[config.mk]
export PLATFORM = sky130hd
export DESIGN_NAME = pmd_top
export DESIGN_NICKNAME = d
export VERILOG_FILES = /design/src/pmd_pkg.sv /design/src/pmd_top.sv
export SDC_FILE = /design/constraint.sdc
export NUM_CORES = 1
export LEC_CHECK = 0
export BUFFER_PORTS_ARGS = -buffer_cell sky130_fd_sc_hd__buf_2
export CORE_UTILIZATION = 49
export CTS_BUF_LIST = sky130_fd_sc_hd__clkbuf_4 sky130_fd_sc_hd__clkbuf_8
export CTS_CLUSTER_SIZE = 14
export DETAILED_ROUTE_END_ITERATION = 10
export PLACE_DENSITY_LB_ADDON = 0.08
export SYNTH_ARGS = -nofsm -noshare
export SYNTH_HDL_FRONTEND = slang
export SYNTH_SLANG_ARGS = --single-unit
export TNS_END_PERCENT = 5
[constraint.sdc]
create_clock -name mclk -period 1.7 [get_ports mclk]
set_input_delay 0.34 -clock mclk [delete_from_list [all_inputs] [get_ports mclk]]
set_output_delay 0.34 -clock mclk [all_outputs]
set_load 0.03 [all_outputs]
[src/pmd_pkg.sv]
// Constants and types for the program memory map decoder.
package pmd_pkg;
    // ==========================================================
    // Address map
    localparam logic [20:0] FLASH_BYTES = 21'h020000;
    localparam logic [20:0] CFG_BYTES = 21'h000008;
    localparam logic [20:0] CFG_BASE = FLASH_BYTES - CFG_BYTES;
    localparam logic [1:0] CFG_LAST_WORD = 2'h2;
    localparam logic [1:0] LD_STEP = 2'h1;
    localparam logic [20:0] VEC_RESET = 21'h000000;
    localparam logic [20:0] VEC_HIGH = 21'h000008;
    localparam logic [20:0] VEC_LOW = 21'h000018;
    localparam logic [15:0] NOP_WORD = 16'h0000;
    // ==========================================================
    // External bus configuration fields
    localparam int unsigned WAIT_BIT = 7;
    localparam int unsigned WIDTH_BIT = 6;
    localparam int unsigned MODE_HI = 5;
    localparam int unsigned MODE_LO = 4;
    localparam int unsigned SHIFT_BIT = 3;
    localparam logic [7:0] EBC_IMPL_MASK = 8'hF8;
    localparam logic [1:0] MODE_ON_CHIP = 2'h3;
    localparam logic [1:0] MODE_EXT_A12 = 2'h2;
    localparam logic [1:0] MODE_EXT_A16 = 2'h1;
    localparam logic [19:0] MASK_A12 = 20'h00FFF;
    localparam logic [19:0] MASK_A16 = 20'h0FFFF;
    localparam logic [19:0] MASK_A20 = 20'hFFFFF;
    localparam int unsigned WS_HI = 5;
    localparam int unsigned WS_LO = 4;
    localparam logic [1:0] WS_NONE = 2'h0;
    // ==========================================================
    // Register offsets and status bits
    localparam logic [11:0] OFS_EBC = 12'h000;
    localparam logic [11:0] OFS_MEMCTL = 12'h004;
    localparam logic [11:0] OFS_STATUS = 12'h008;
    localparam logic [11:0] OFS_CFG1 = 12'h00C;
    localparam logic [11:0] OFS_CFG2 = 12'h010;
    localparam logic [11:0] OFS_CFG3 = 12'h014;
    localparam int unsigned STAT_RUN = 0;
    localparam int unsigned STAT_PKG80 = 1;
    localparam int unsigned STAT_EXT = 2;
    localparam int unsigned STAT_LOCK = 3;
    // ==========================================================
    // Types
    typedef enum logic {PH_LOAD, PH_RUN} pmd_phase_t;
    typedef enum logic [1:0] {RT_IDLE, RT_FLASH, RT_EXT, RT_ZERO} pmd_route_t;
    typedef struct packed {
        logic valid;
        logic [20:0] addr;
    } pmd_req_t;
    typedef struct packed {
        logic valid;
        logic [15:0] data;
    } pmd_rsp_t;
    typedef struct packed {
        logic en;
        logic rd;
        logic [19:0] addr;
        logic wide;
        logic wait_en;
        logic [1:0] wait_cnt;
    } pmd_xbus_t;
    typedef struct packed {
        pmd_phase_t phase;
        logic [1:0] ld_cnt;
        logic pkg80;
        logic [5:0][7:0] cfg;
        logic [7:0] ebc;
        logic ebc_locked;
        logic [7:0] memctl;
        pmd_route_t route;
        logic fl_rd;
        logic fl_pend;
        logic [19:0] fl_addr;
        logic ready;
        pmd_rsp_t rsp;
        pmd_xbus_t xbus;
        logic [20:0] vec_addr;
        logic vec_load;
        logic pready;
        logic [31:0] prdata;
        logic pslverr;
    } pmd_state_t;
endpackage

[src/pmd_top.sv]
// Program memory map decoder: config load, address routing, APB regs.
`timescale 1ns/1ps
module pmd_top (
    input wire logic mclk,
    input wire logic reset_n,
    input wire logic pkg_80pin,
    input wire pmd_pkg::pmd_req_t req,
    output pmd_pkg::pmd_rsp_t rsp,
    output logic req_ready,
    input wire logic irq_high,
    input wire logic irq_low,
    output logic [20:0] vec_addr,
    output logic vec_load,
    output logic flash_rd,
    output logic [19:0] flash_addr,
    input wire logic [15:0] flash_rdata,
    output pmd_pkg::pmd_xbus_t xbus,
    input wire logic ext_ack,
    input wire logic [15:0] ext_rdata,
    input wire logic psel,
    input wire logic penable,
    input wire logic pwrite,
    input wire logic [11:0] paddr,
    input wire logic [31:0] pwdata,
    output logic [31:0] prdata,
    output logic pready,
    output logic pslverr
);
    // ==========================================================
    // Decode helpers
    function automatic logic in_flash(input logic [20:0] a);
        return a < pmd_pkg::FLASH_BYTES;
    endfunction

    function automatic logic ext_on(input logic p80, input logic [7:0] c);
        logic [1:0] m;
        m = c[pmd_pkg::MODE_HI:pmd_pkg::MODE_LO];
        return p80 && (m != pmd_pkg::MODE_ON_CHIP);
    endfunction

    function automatic logic [19:0] ext_map(input logic [20:0] a,
                                            input logic [7:0] c);
        logic [20:0] base;
        logic [19:0] mask;
        // Without shifting, the request address goes to the bus unchanged before the mode mask
        base = c[pmd_pkg::SHIFT_BIT] ? a - pmd_pkg::FLASH_BYTES : a;
        unique case (c[pmd_pkg::MODE_HI:pmd_pkg::MODE_LO])
            pmd_pkg::MODE_EXT_A12: mask = pmd_pkg::MASK_A12;
            pmd_pkg::MODE_EXT_A16: mask = pmd_pkg::MASK_A16;
            default: mask = pmd_pkg::MASK_A20;
        endcase
        return base[19:0] & mask;
    endfunction

    // ==========================================================
    // State
    pmd_pkg::pmd_state_t st_reg;
    pmd_pkg::pmd_state_t st_next;
    logic apb_setup;
    logic apb_done;

    assign apb_setup = psel && penable && !st_reg.pready;
    assign apb_done = psel && penable && st_reg.pready;

    always_comb begin
        st_next = st_reg;
        st_next.fl_rd = 1'b0;
        st_next.fl_pend = st_reg.fl_rd;
        st_next.rsp.valid = 1'b0;
        st_next.vec_load = 1'b0;
        st_next.pready = apb_setup;
        st_next.pslverr = 1'b0;
        unique case (st_reg.phase)
            pmd_pkg::PH_LOAD: begin
                // Strap is caught by a clocked process, frozen once running
                st_next.pkg80 = pkg_80pin;
                if (st_reg.fl_pend) begin
                    st_next.cfg[{st_reg.ld_cnt, 1'b0}] = flash_rdata[7:0];
                    st_next.cfg[{st_reg.ld_cnt, 1'b1}] = flash_rdata[15:8];
                    st_next.ld_cnt = st_reg.ld_cnt + pmd_pkg::LD_STEP;
                    if (st_reg.ld_cnt == pmd_pkg::CFG_LAST_WORD) begin
                        // Fourth word is never read
                        st_next.ebc = flash_rdata[7:0] & pmd_pkg::EBC_IMPL_MASK;
                        st_next.phase = pmd_pkg::PH_RUN;
                        st_next.vec_addr = pmd_pkg::VEC_RESET;
                        st_next.vec_load = 1'b1;
                    end
                end else if (!st_reg.fl_rd) begin
                    st_next.fl_rd = 1'b1;
                    st_next.fl_addr = pmd_pkg::CFG_BASE[20:1]
                        + 20'(st_reg.ld_cnt);
                end
            end
            pmd_pkg::PH_RUN: begin
                unique case (st_reg.route)
                    pmd_pkg::RT_IDLE: begin
                        if (req.valid && st_reg.ready) begin
                            if (in_flash(req.addr)) begin
                                st_next.route = pmd_pkg::RT_FLASH;
                                st_next.fl_rd = 1'b1;
                                st_next.fl_addr = req.addr[20:1];
                            end else if (ext_on(st_reg.pkg80, st_reg.ebc)) begin
                                st_next.route = pmd_pkg::RT_EXT;
                                st_next.xbus.rd = 1'b1;
                                st_next.xbus.addr = ext_map(req.addr,
                                                            st_reg.ebc);
                            end else begin
                                st_next.route = pmd_pkg::RT_ZERO;
                            end
                        end
                    end
                    pmd_pkg::RT_FLASH: begin
                        if (st_reg.fl_pend) begin
                            st_next.rsp.valid = 1'b1;
                            st_next.rsp.data = flash_rdata;
                            st_next.route = pmd_pkg::RT_IDLE;
                        end
                    end
                    pmd_pkg::RT_EXT: begin
                        // Bus request holds until the bus side acknowledges
                        if (ext_ack) begin
                            st_next.xbus.rd = 1'b0;
                            st_next.rsp.valid = 1'b1;
                            st_next.rsp.data = ext_rdata;
                            st_next.route = pmd_pkg::RT_IDLE;
                        end
                    end
                    pmd_pkg::RT_ZERO: begin
                        st_next.rsp.valid = 1'b1;
                        st_next.rsp.data = pmd_pkg::NOP_WORD;
                        st_next.route = pmd_pkg::RT_IDLE;
                    end
                endcase
                if (irq_high) begin
                    st_next.vec_addr = pmd_pkg::VEC_HIGH;
                    st_next.vec_load = 1'b1;
                end else if (irq_low) begin
                    st_next.vec_addr = pmd_pkg::VEC_LOW;
                    st_next.vec_load = 1'b1;
                end
            end
        endcase
        // Program port has no tie to the data RAM side
        st_next.ready = (st_next.phase == pmd_pkg::PH_RUN)
            && (st_next.route == pmd_pkg::RT_IDLE);
        // ======================================================
        // Register bus
        if (apb_setup) begin
            st_next.prdata = '0;
            unique case (paddr)
                pmd_pkg::OFS_EBC: st_next.prdata[7:0] = st_reg.ebc;
                pmd_pkg::OFS_MEMCTL: st_next.prdata[7:0] = st_reg.memctl;
                pmd_pkg::OFS_STATUS: begin
                    st_next.prdata[pmd_pkg::STAT_RUN] =
                        st_reg.phase == pmd_pkg::PH_RUN;
                    st_next.prdata[pmd_pkg::STAT_PKG80] = st_reg.pkg80;
                    st_next.prdata[pmd_pkg::STAT_EXT] = st_reg.xbus.en;
                    st_next.prdata[pmd_pkg::STAT_LOCK] = st_reg.ebc_locked;
                end
                pmd_pkg::OFS_CFG1: st_next.prdata[15:0] =
                    {st_reg.cfg[1], st_reg.cfg[0]};
                pmd_pkg::OFS_CFG2: st_next.prdata[15:0] =
                    {st_reg.cfg[3], st_reg.cfg[2]};
                pmd_pkg::OFS_CFG3: st_next.prdata[15:0] =
                    {st_reg.cfg[5], st_reg.cfg[4]};
                default: st_next.pslverr = 1'b1;
            endcase
        end
        if (apb_done && pwrite) begin
            unique case (paddr)
                pmd_pkg::OFS_EBC: begin
                    // Write-once after load; later writes are dropped
                    if (!st_reg.ebc_locked
                            && st_reg.phase == pmd_pkg::PH_RUN) begin
                        st_next.ebc = pwdata[7:0] & pmd_pkg::EBC_IMPL_MASK;
                        st_next.ebc_locked = 1'b1;
                    end
                end
                pmd_pkg::OFS_MEMCTL: st_next.memctl = pwdata[7:0];
                default: begin
                end
            endcase
        end
        // ======================================================
        // Effective external bus settings
        st_next.xbus.en = ext_on(st_next.pkg80, st_next.ebc);
        st_next.xbus.wide = st_next.pkg80
            && st_next.ebc[pmd_pkg::WIDTH_BIT];
        st_next.xbus.wait_en = st_next.pkg80
            && !st_next.ebc[pmd_pkg::WAIT_BIT];
        st_next.xbus.wait_cnt = st_next.xbus.wait_en
            ? st_next.memctl[pmd_pkg::WS_HI:pmd_pkg::WS_LO]
            : pmd_pkg::WS_NONE;
    end

    always_ff @(posedge mclk or negedge reset_n) begin
        if (!reset_n) begin
            st_reg <= '0;
        end else begin
            st_reg <= st_next;
        end
    end

    assign rsp = st_reg.rsp;
    assign req_ready = st_reg.ready;
    assign vec_addr = st_reg.vec_addr;
    assign vec_load = st_reg.vec_load;
    assign flash_rd = st_reg.fl_rd;
    assign flash_addr = st_reg.fl_addr;
    assign xbus = st_reg.xbus;
    assign prdata = st_reg.prdata;
    assign pready = st_reg.pready;
    assign pslverr = st_reg.pslverr;

    logic acc_take;
    assign acc_take = req.valid && st_reg.ready;
endmodule

==> results of run 1 <==
## cell usage after synthesis (3+ instances only)
cell type  instances  share of area
a21o_1             4         0.0039
a21oi_1            8         0.0052
a22o_1            10          0.011
a22oi_1           20          0.020
a32oi_1            5         0.0057
and3_1             4         0.0033
buf_2              4         0.0026
buf_4            116           0.11
clkbuf_1          26          0.013
dfrtp_1          158           0.52
ha_1               7          0.011
inv_1             22          0.011
mux2_2            73           0.11
mux2i_1           15          0.020
mux4_2             6          0.018
nand2_1           46          0.023
nand2b_1           4         0.0033
nand3_1            8         0.0052
nand3b_1           9         0.0088
nand4_1            3         0.0024
nor2_1             8         0.0039
nor3_1             6         0.0039
o21ai_0           45          0.029
o22a_1            14          0.016
o22ai_1            4         0.0033
or4_4              3         0.0044
## cell type report
cell class | instances | area, µm²
Fill cell | 1310 | 6290
Inverter | 23 | 86.3
Multi-Input combinational cell | 369 | 2870
Sequential cell | 158 | 3950
Clock inverter | 11 | 116
Timing Repair Buffer | 231 | 1400
Tap cell | 211 | 264
Clock buffer | 21 | 277
## worst max-delay path by stage
stage,start,endpoint,slack (ps),cells past startpoint
3_3_place_gp,paddr[6],st_reg[138],-550,5
5_1_grt,st_reg[138],xbus[9],-80,5
4_1_cts,st_reg[138],xbus[22],-80,7
6_report,paddr[6],xbus[1],-40,5
3_5_place_dp,paddr[6],st_reg[138],-540,5
2_1_floorplan,paddr[6],st_reg[138],-470,6
## per-stage QoR
step / util / TNS, ps / std cells
after floorplan: - / -15230 / 697
after global placement: 0.553 / -22480 / 989
after detailed placement: 0.553 / -23640 / 989
after CTS: 0.586 / -1170 / 1023
after global routing: 0.588 / -831 / 1024
final: 0.588 / -177 / 1024
## repair_timing
| action | CTS | global route |
|---|---|---|
| setup endpoints to repair | 26 | 56 |
| cloned | 1 | 0 |
| endpoints found under the hold margin | 105 | 0 |
| pin swaps | 3 | 1 |
| hold buffers | 1 | 0 |
| setup buffers | 0 | 1 |
| gates resized for setup | 22 | 11 |
## cell families (layout without fill, tap and decap cells)
family                   count (synthesis)  count (layout)  share of synthesized area
AO/OA/AOI/OAI                          119             119                      0.103
XOR/XNOR                                 3               3                    0.00342
adder cells (fa/ha/maj)                  7               7                     0.0114
buffers and inverters                  170             286                      0.142
flip-flops                             158             158                      0.515
multiplexers                            95              95                      0.146
other                                    1              35                   0.000489
AND/OR/NAND/NOR                        110             110                     0.0788
## worst register-to-register path, cell delays in order, from the launching register on
cell and delay (ps):
dfrtp_1 400, ha_2 190, nand2b_4 150, nor4b_4 330, buf_4 230, mux2_4 300
## layer usage
layer	vias up	part of all wire	GRT usage	routed length, µm
met5	-	0	0	0
met4	0	0.010	0.0637	184
met3	14	0.048	0.0582	845
met2	171	0.47	0.365	8270
met1	2672	0.47	0.318	8390
li1	2452	-	-	-
## layout by cell type, fill, tap and decap left out, types with 3 or more instances in the layout
| cell type | instances |
|---|---|
| nor3_1 | 6 |
| ha_1 | 6 |
| nand3_1 | 7 |
| inv_1 | 22 |
| or4_4 | 3 |
| nand4_1 | 3 |
| nand2_1 | 46 |
| o21ai_1 | 5 |
| and3_1 | 3 |
| o21ai_0 | 40 |
| mux2_4 | 13 |
| clkbuf_8 | 19 |
| nand2b_1 | 3 |
| buf_4 | 53 |
| clkinvlp_4 | 3 |
| o22a_1 | 14 |
| mux2i_1 | 15 |
| buf_2 | 167 |
| mux2_2 | 61 |
| a21o_1 | 4 |
| o22ai_1 | 4 |
| nand3b_1 | 9 |
| conb_1 | 35 |
| dfrtp_1 | 158 |
| a22oi_1 | 20 |
| a32oi_1 | 5 |
| mux4_2 | 6 |
| buf_12 | 5 |
| nor2_1 | 8 |
| buf_6 | 5 |
| a21oi_1 | 8 |
| a22o_1 | 10 |
| clkinv_2 | 5 |
## power groups by stage
stage	clock, mW	combinational (mW)	sequential, mW
floorplan	0	2.27	4.56
global placement	0	2.49	4.58
detailed placement	0	2.53	4.61
CTS	2.85	2.62	4.55
global route	3.02	2.79	4.61
finish	2.79	2.61	4.55
==> results.json, run 1 <==
{
  "status": "finished, violations left",
  "violations": "setup timing",
  "p_sw_frac": 0.338,
  "insertedDiodeCount": 0,
  "grt_max_degree": 51,
  "setup_viol_count_final": 11,
  "path_class": "in -> reg",
  "syn_area_mm2": 0.00767,
  "dpl_cell_area_mm2": 0.00844,
  "rsz0062_at_grt": "true",
  "cp-end-kind": "flop",
  "drtAntennaViolNets": 0,
  "routed_wl_um": 17700,
  "timing.final.crit_share": 1.03,
  "path_common_cell": "or4_4",
  "crit_family": "simple AND/OR/NAND/NOR gates",
  "p_clk_frac": 0.281,
  "worstHoldPathCells": 2,
  "r2r-end": "xbus[5]",
  "cp_max_fo": 4,
  "rr_worst_depth": 5,
  "clock_path_buffers": 2,
  "ios": 228,
  "power_switching_mw": 3.36,
  "hold_start": "irq_high",
  "cap_violations": 0,
  "hold_slack_ps": 72.9,
  "tritoncts": "done",
  "whs_endpoint": "vec_addr[4]",
  "drt_first_pass_iters": 4,
  "pre_cts_slack_ps": -542,
  "core_mm2": 0.0153,
  "clock.fmax_mhz": 574,
  "seq_area_frac_synth": 0.515,
  "wl_per_cell_um": 17.3,
  "path_clk_slew_ps": 80,
  "yosysWarningCount": 0,
  "rows": 45,
  "drc": 0,
  "synth_edf_count": 0,
  "hold_class": "in -> reg",
  "synth_seq_cells": 158,
  "die_w_um": 127,
  "vias": 5309,
  "numPortBuffers": 168,
  "synthDistinctLibCells": 54,
  "gp_congestion": 0.828,
  "dp_hpwl_um": 13100,
  "path_buf_inv": 1,
  "worst_slack_ps": -42.5,
  "reg2reg_slack_ps": -20,
  "fp.dieH_um": 127,
  "htreeDepth": 4,
  "synthToLayoutAreaGrowth_pct": 16.8,
  "start_util": 0.503,
  "vias_per_cell": 5.18,
  "r2r_start": "st_reg[138]",
  "synth_ff_type": "dfrtp_1",
  "period_needed_ps": 1740,
  "relSlewSlack": 0.665,
  "cp_slowest_cell": "or4_4",
  "antenna_found_initial": 0,
  "drtIter0Drc": 341,
  "cpPeakStageDelay_ps": 540,
  "power.internal_mw": 6.58,
  "grt_pass1_wl_um": 28400,
  "hold_viol": 0,
  "largest_reg_flops": 72,
  "clock_sinks": 158,
  "path_cells": "buf_2, or4_4, or3_4, or4_4, a22oi_1",
  "avgSynthCellArea_um2": 11.6,
  "worstSkewPairLatency_ps": 450,
  "worstSetupStartpointType": "input pin",
  "drive_gt1_frac": 0.443,
  "leakage_nw": 4.37,
  "seqPwrFrac": 0.457,
  "grt_pass1_vias": 5348,
  "worstPathArrival_ps": 2110,
  "layout.nets": 914,
  "die-area_mm2": 0.0162,
  "root_buffer": "clkbuf_8",
  "maxSlewViolCount": 0,
  "power.total_mw": 9.95,
  "numCtsBuffers": 17,
  "syn_inst": 663,
  "cp.required_ps": 2060,
  "p_per_area_mw_per_mm2": 1110,
  "pwr-share-comb": 0.262,
  "final_cell_area_mm2": 0.00896,
  "track_usage": 0.231,
  "skew_ps": 8.09,
  "peakVddDrop_uv": 986,
  "gr-total-overflow": 0,
  "async_reset_ff_frac": 1.00,
  "worst_slew_pin_slew_ps": 488
}
Note: power is estimated with default switching activity, not from simulation.
==> inputs of run 2 (changes only) <==
ABC_AREA = 1   (was not set)
CORE_UTILIZATION = 40   (was 49)
==> results.json, run 2 <==
{
  "seqPwrFrac": 0.502,
  "power.total_mw": 7.85,
  "antenna_found_initial": 1,
  "core_mm2": 0.0189,
  "drt_first_pass_iters": 5,
  "p_per_area_mw_per_mm2": 866,
  "power_switching_mw": 2.13,
  "hold_slack_ps": 83.4,
  "seq_area_mm2": 0.00396,
  "status": "finished, final reports clean",
  "gr-total-overflow": 0,
  "syn_area_mm2": 0.00780,
  "rows": 50,
  "drtIter0Drc": 398,
  "avgSynthCellArea_um2": 8.31,
  "drtAntennaViolNets": 0,
  "path_clk_slew_ps": 90,
  "synthTopCellsByCount": "204 x nand2_1, 158 x dfrtp_1, 120 x buf_4",
  "pre_cts_slack_ps": -22.4,
  "synth_edf_count": 0,
  "leakage_nw": 4.77,
  "synthDistinctLibCells": 29,
  "cp-end-kind": "flop",
  "nFillCells": 1943,
  "routed_wl_um": 19400,
  "synth_ff_type": "dfrtp_1",
  "synth_top_cell_area_share": 0.507,
  "numCtsBuffers": 17,
  "setup_viol_count_final": 0,
  "peakVddDrop_uv": 453,
  "tritoncts": "done",
  "async_reset_ff_frac": 1.00,
  "grt_pass1_wl_um": 30200,
  "final_cell_mix": "203 x nand2_1, 167 x buf_2, 155 x dfrtp_1",
  "worstSetupStartpointType": "flop",
  "htreeDepth": 4,
  "root_buffer": "clkbuf_8",
  "fin_util": 0.480,
  "dp_hpwl_um": 13900,
  "worst_slew_pin_slew_ps": 714,
  "wl_per_cell_um": 14.6,
  "layoutNonFillerInstCount": 1331,
  "yosysWarningCount": 0,
  "clock_path_buffers": 2,
  "worst_slack_ps": 85.9,
  "hold_class": "in -> reg",
  "ios": 228,
  "layout.nets": 1171,
  "worstHoldPathCells": 2,
  "vias_per_cell": 4.58,
  "yosysTopAreaCell": "dfrtp_1",
  "numPlacedInstances": 1294,
  "drive_gt1_frac": 0.253,
  "skew_ps": 11.1,
  "whs_endpoint": "vec_addr[4]",
  "track_usage": 0.198,
  "timing.final.crit_share": 0.949,
  "p_sw_frac": 0.271,
  "dpl_cell_area_mm2": 0.00852,
  "seq_area_frac_synth": 0.507,
  "cp.required_ps": 2060,
  "period_needed_ps": 1610,
  "die-area_mm2": 0.0201,
  "vias": 6096,
  "path_class": "reg -> reg",
  "gp_congestion": 0.819,
  "setup_tns_ps": 0,
  "multiInputGateArea_mm2": 0.00271,
  "syn_inst": 939,
  "final_cell_area_mm2": 0.00907,
  "grt_pass1_vias": 5599,
  "grt_max_degree": 41,
  "start_util": 0.413,
  "drc": 0,
  "clock_sinks": 158,
  "layout_commonest_cell": "nand2_1",
  "p_clk_frac": 0.400,
  "reg2reg_slack_ps": 90,
  "fp.dieH_um": 142,
  "numPortBuffers": 168,
  "die_w_um": 142,
  "cp_max_fo": 40,
  "rr_worst_depth": 5,
  "r2r_start": "st_reg[192]",
  "synthToLayoutAreaGrowth_pct": 16.2,
  "worstPathArrival_ps": 1980,
  "hold_start": "irq_high",
  "rsz0062_at_grt": "true",
  "relSlewSlack": 0.523,
  "synth.area.top_cells": "dfrtp_1 51%, buf_4 12%, nand2_1 9.8%",
  "synth_seq_cells": 158,
  "pwr-share-comb": 0.097,
  "yosysMostFrequentCell": "nand2_1",
  "power.internal_mw": 5.73,
  "clock.fmax_mhz": 620,
  "hold_viol": 0,
  "worstSkewPairLatency_ps": 450,
  "largest_reg_flops": 72,
  "cap_violations": 0,
  "r2r-end": "xbus[18]",
  "maxSlewViolCount": 0
}
## run 2: power groups by stage
stage	Combinational [mW]	Clock (mW)	Sequential (mW)
3_3_place_gp	0.765	0	4.02
2_1_floorplan	0.552	0	4.01
3_5_place_dp	0.771	0	4.02
4_1_cts	0.775	3.23	3.95
6_report	0.766	3.14	3.95
5_1_grt	0.851	3.39	3.96
## run 2: area by class of cell
class                   count  share of cell area
clock buffers              17              0.0258
multi-input cells         584               0.299
repair buffers            213               0.145
inverters                  83              0.0348
diodes                      1            0.000276
flip-flops and latches    158               0.436
well taps                 260              0.0359
clock inverters            15              0.0232
## run 2: kinds of logic (layout without fill, tap and decap cells)
kind of cell / after synthesis / in the layout / share of synthesized area
compound gates: 150 / 152 / 0.103
buf+inv: 233 / 328 / 0.172
simple gates: 389 / 389 / 0.205
xor+xnor: 1 / 1 / 0.00112
flops: 158 / 158 / 0.507
other cells: 1 / 36 / 0.000481
fa+ha+maj: 7 / 7 / 0.0112
## run 2: worst max-delay path by stage
stage	from	slack, ps	cells after the start	to
6_report	st_reg[192]	90	5	xbus[18]
2_1_floorplan	st_reg[190]	180	9	xbus[25]
3_5_place_dp	req[17]	-20	9	flash_addr[0]
3_3_place_gp	st_reg[123]	-10	4	rsp[7]
4_1_cts	st_reg[192]	10	3	flash_addr[0]
5_1_grt	st_reg[122]	-80	7	xbus[18]
## run 2: what timing repair did
| action | in CTS | in global routing |
|---|---|---|
| pin swaps | 0 | 1 |
| hold buffers | 1 | 0 |
| cloned | 0 | 2 |
| hold endpoints to repair | 31 | 0 |
| gates resized for setup | 1 | 15 |
| setup endpoints to repair | 10 | 54 |
| setup buffers | 0 | 1 |
## run 2: per-layer routing
metal  wire (µm)  vias to the layer above  track usage
li1            -                     3095            -
met3         958                       14       0.0469
met1        9700                     2798        0.295
met4         195                        0       0.0521
met2        8570                      189        0.286
met5           0                        -            0
## run 2: worst max-delay path: stages, from the launching register on
cell and delay [ps]:
dfrtp_2 490, inv_2 150, nor3_2 250, nand3_1 190, buf_12 220, o31ai_1 210
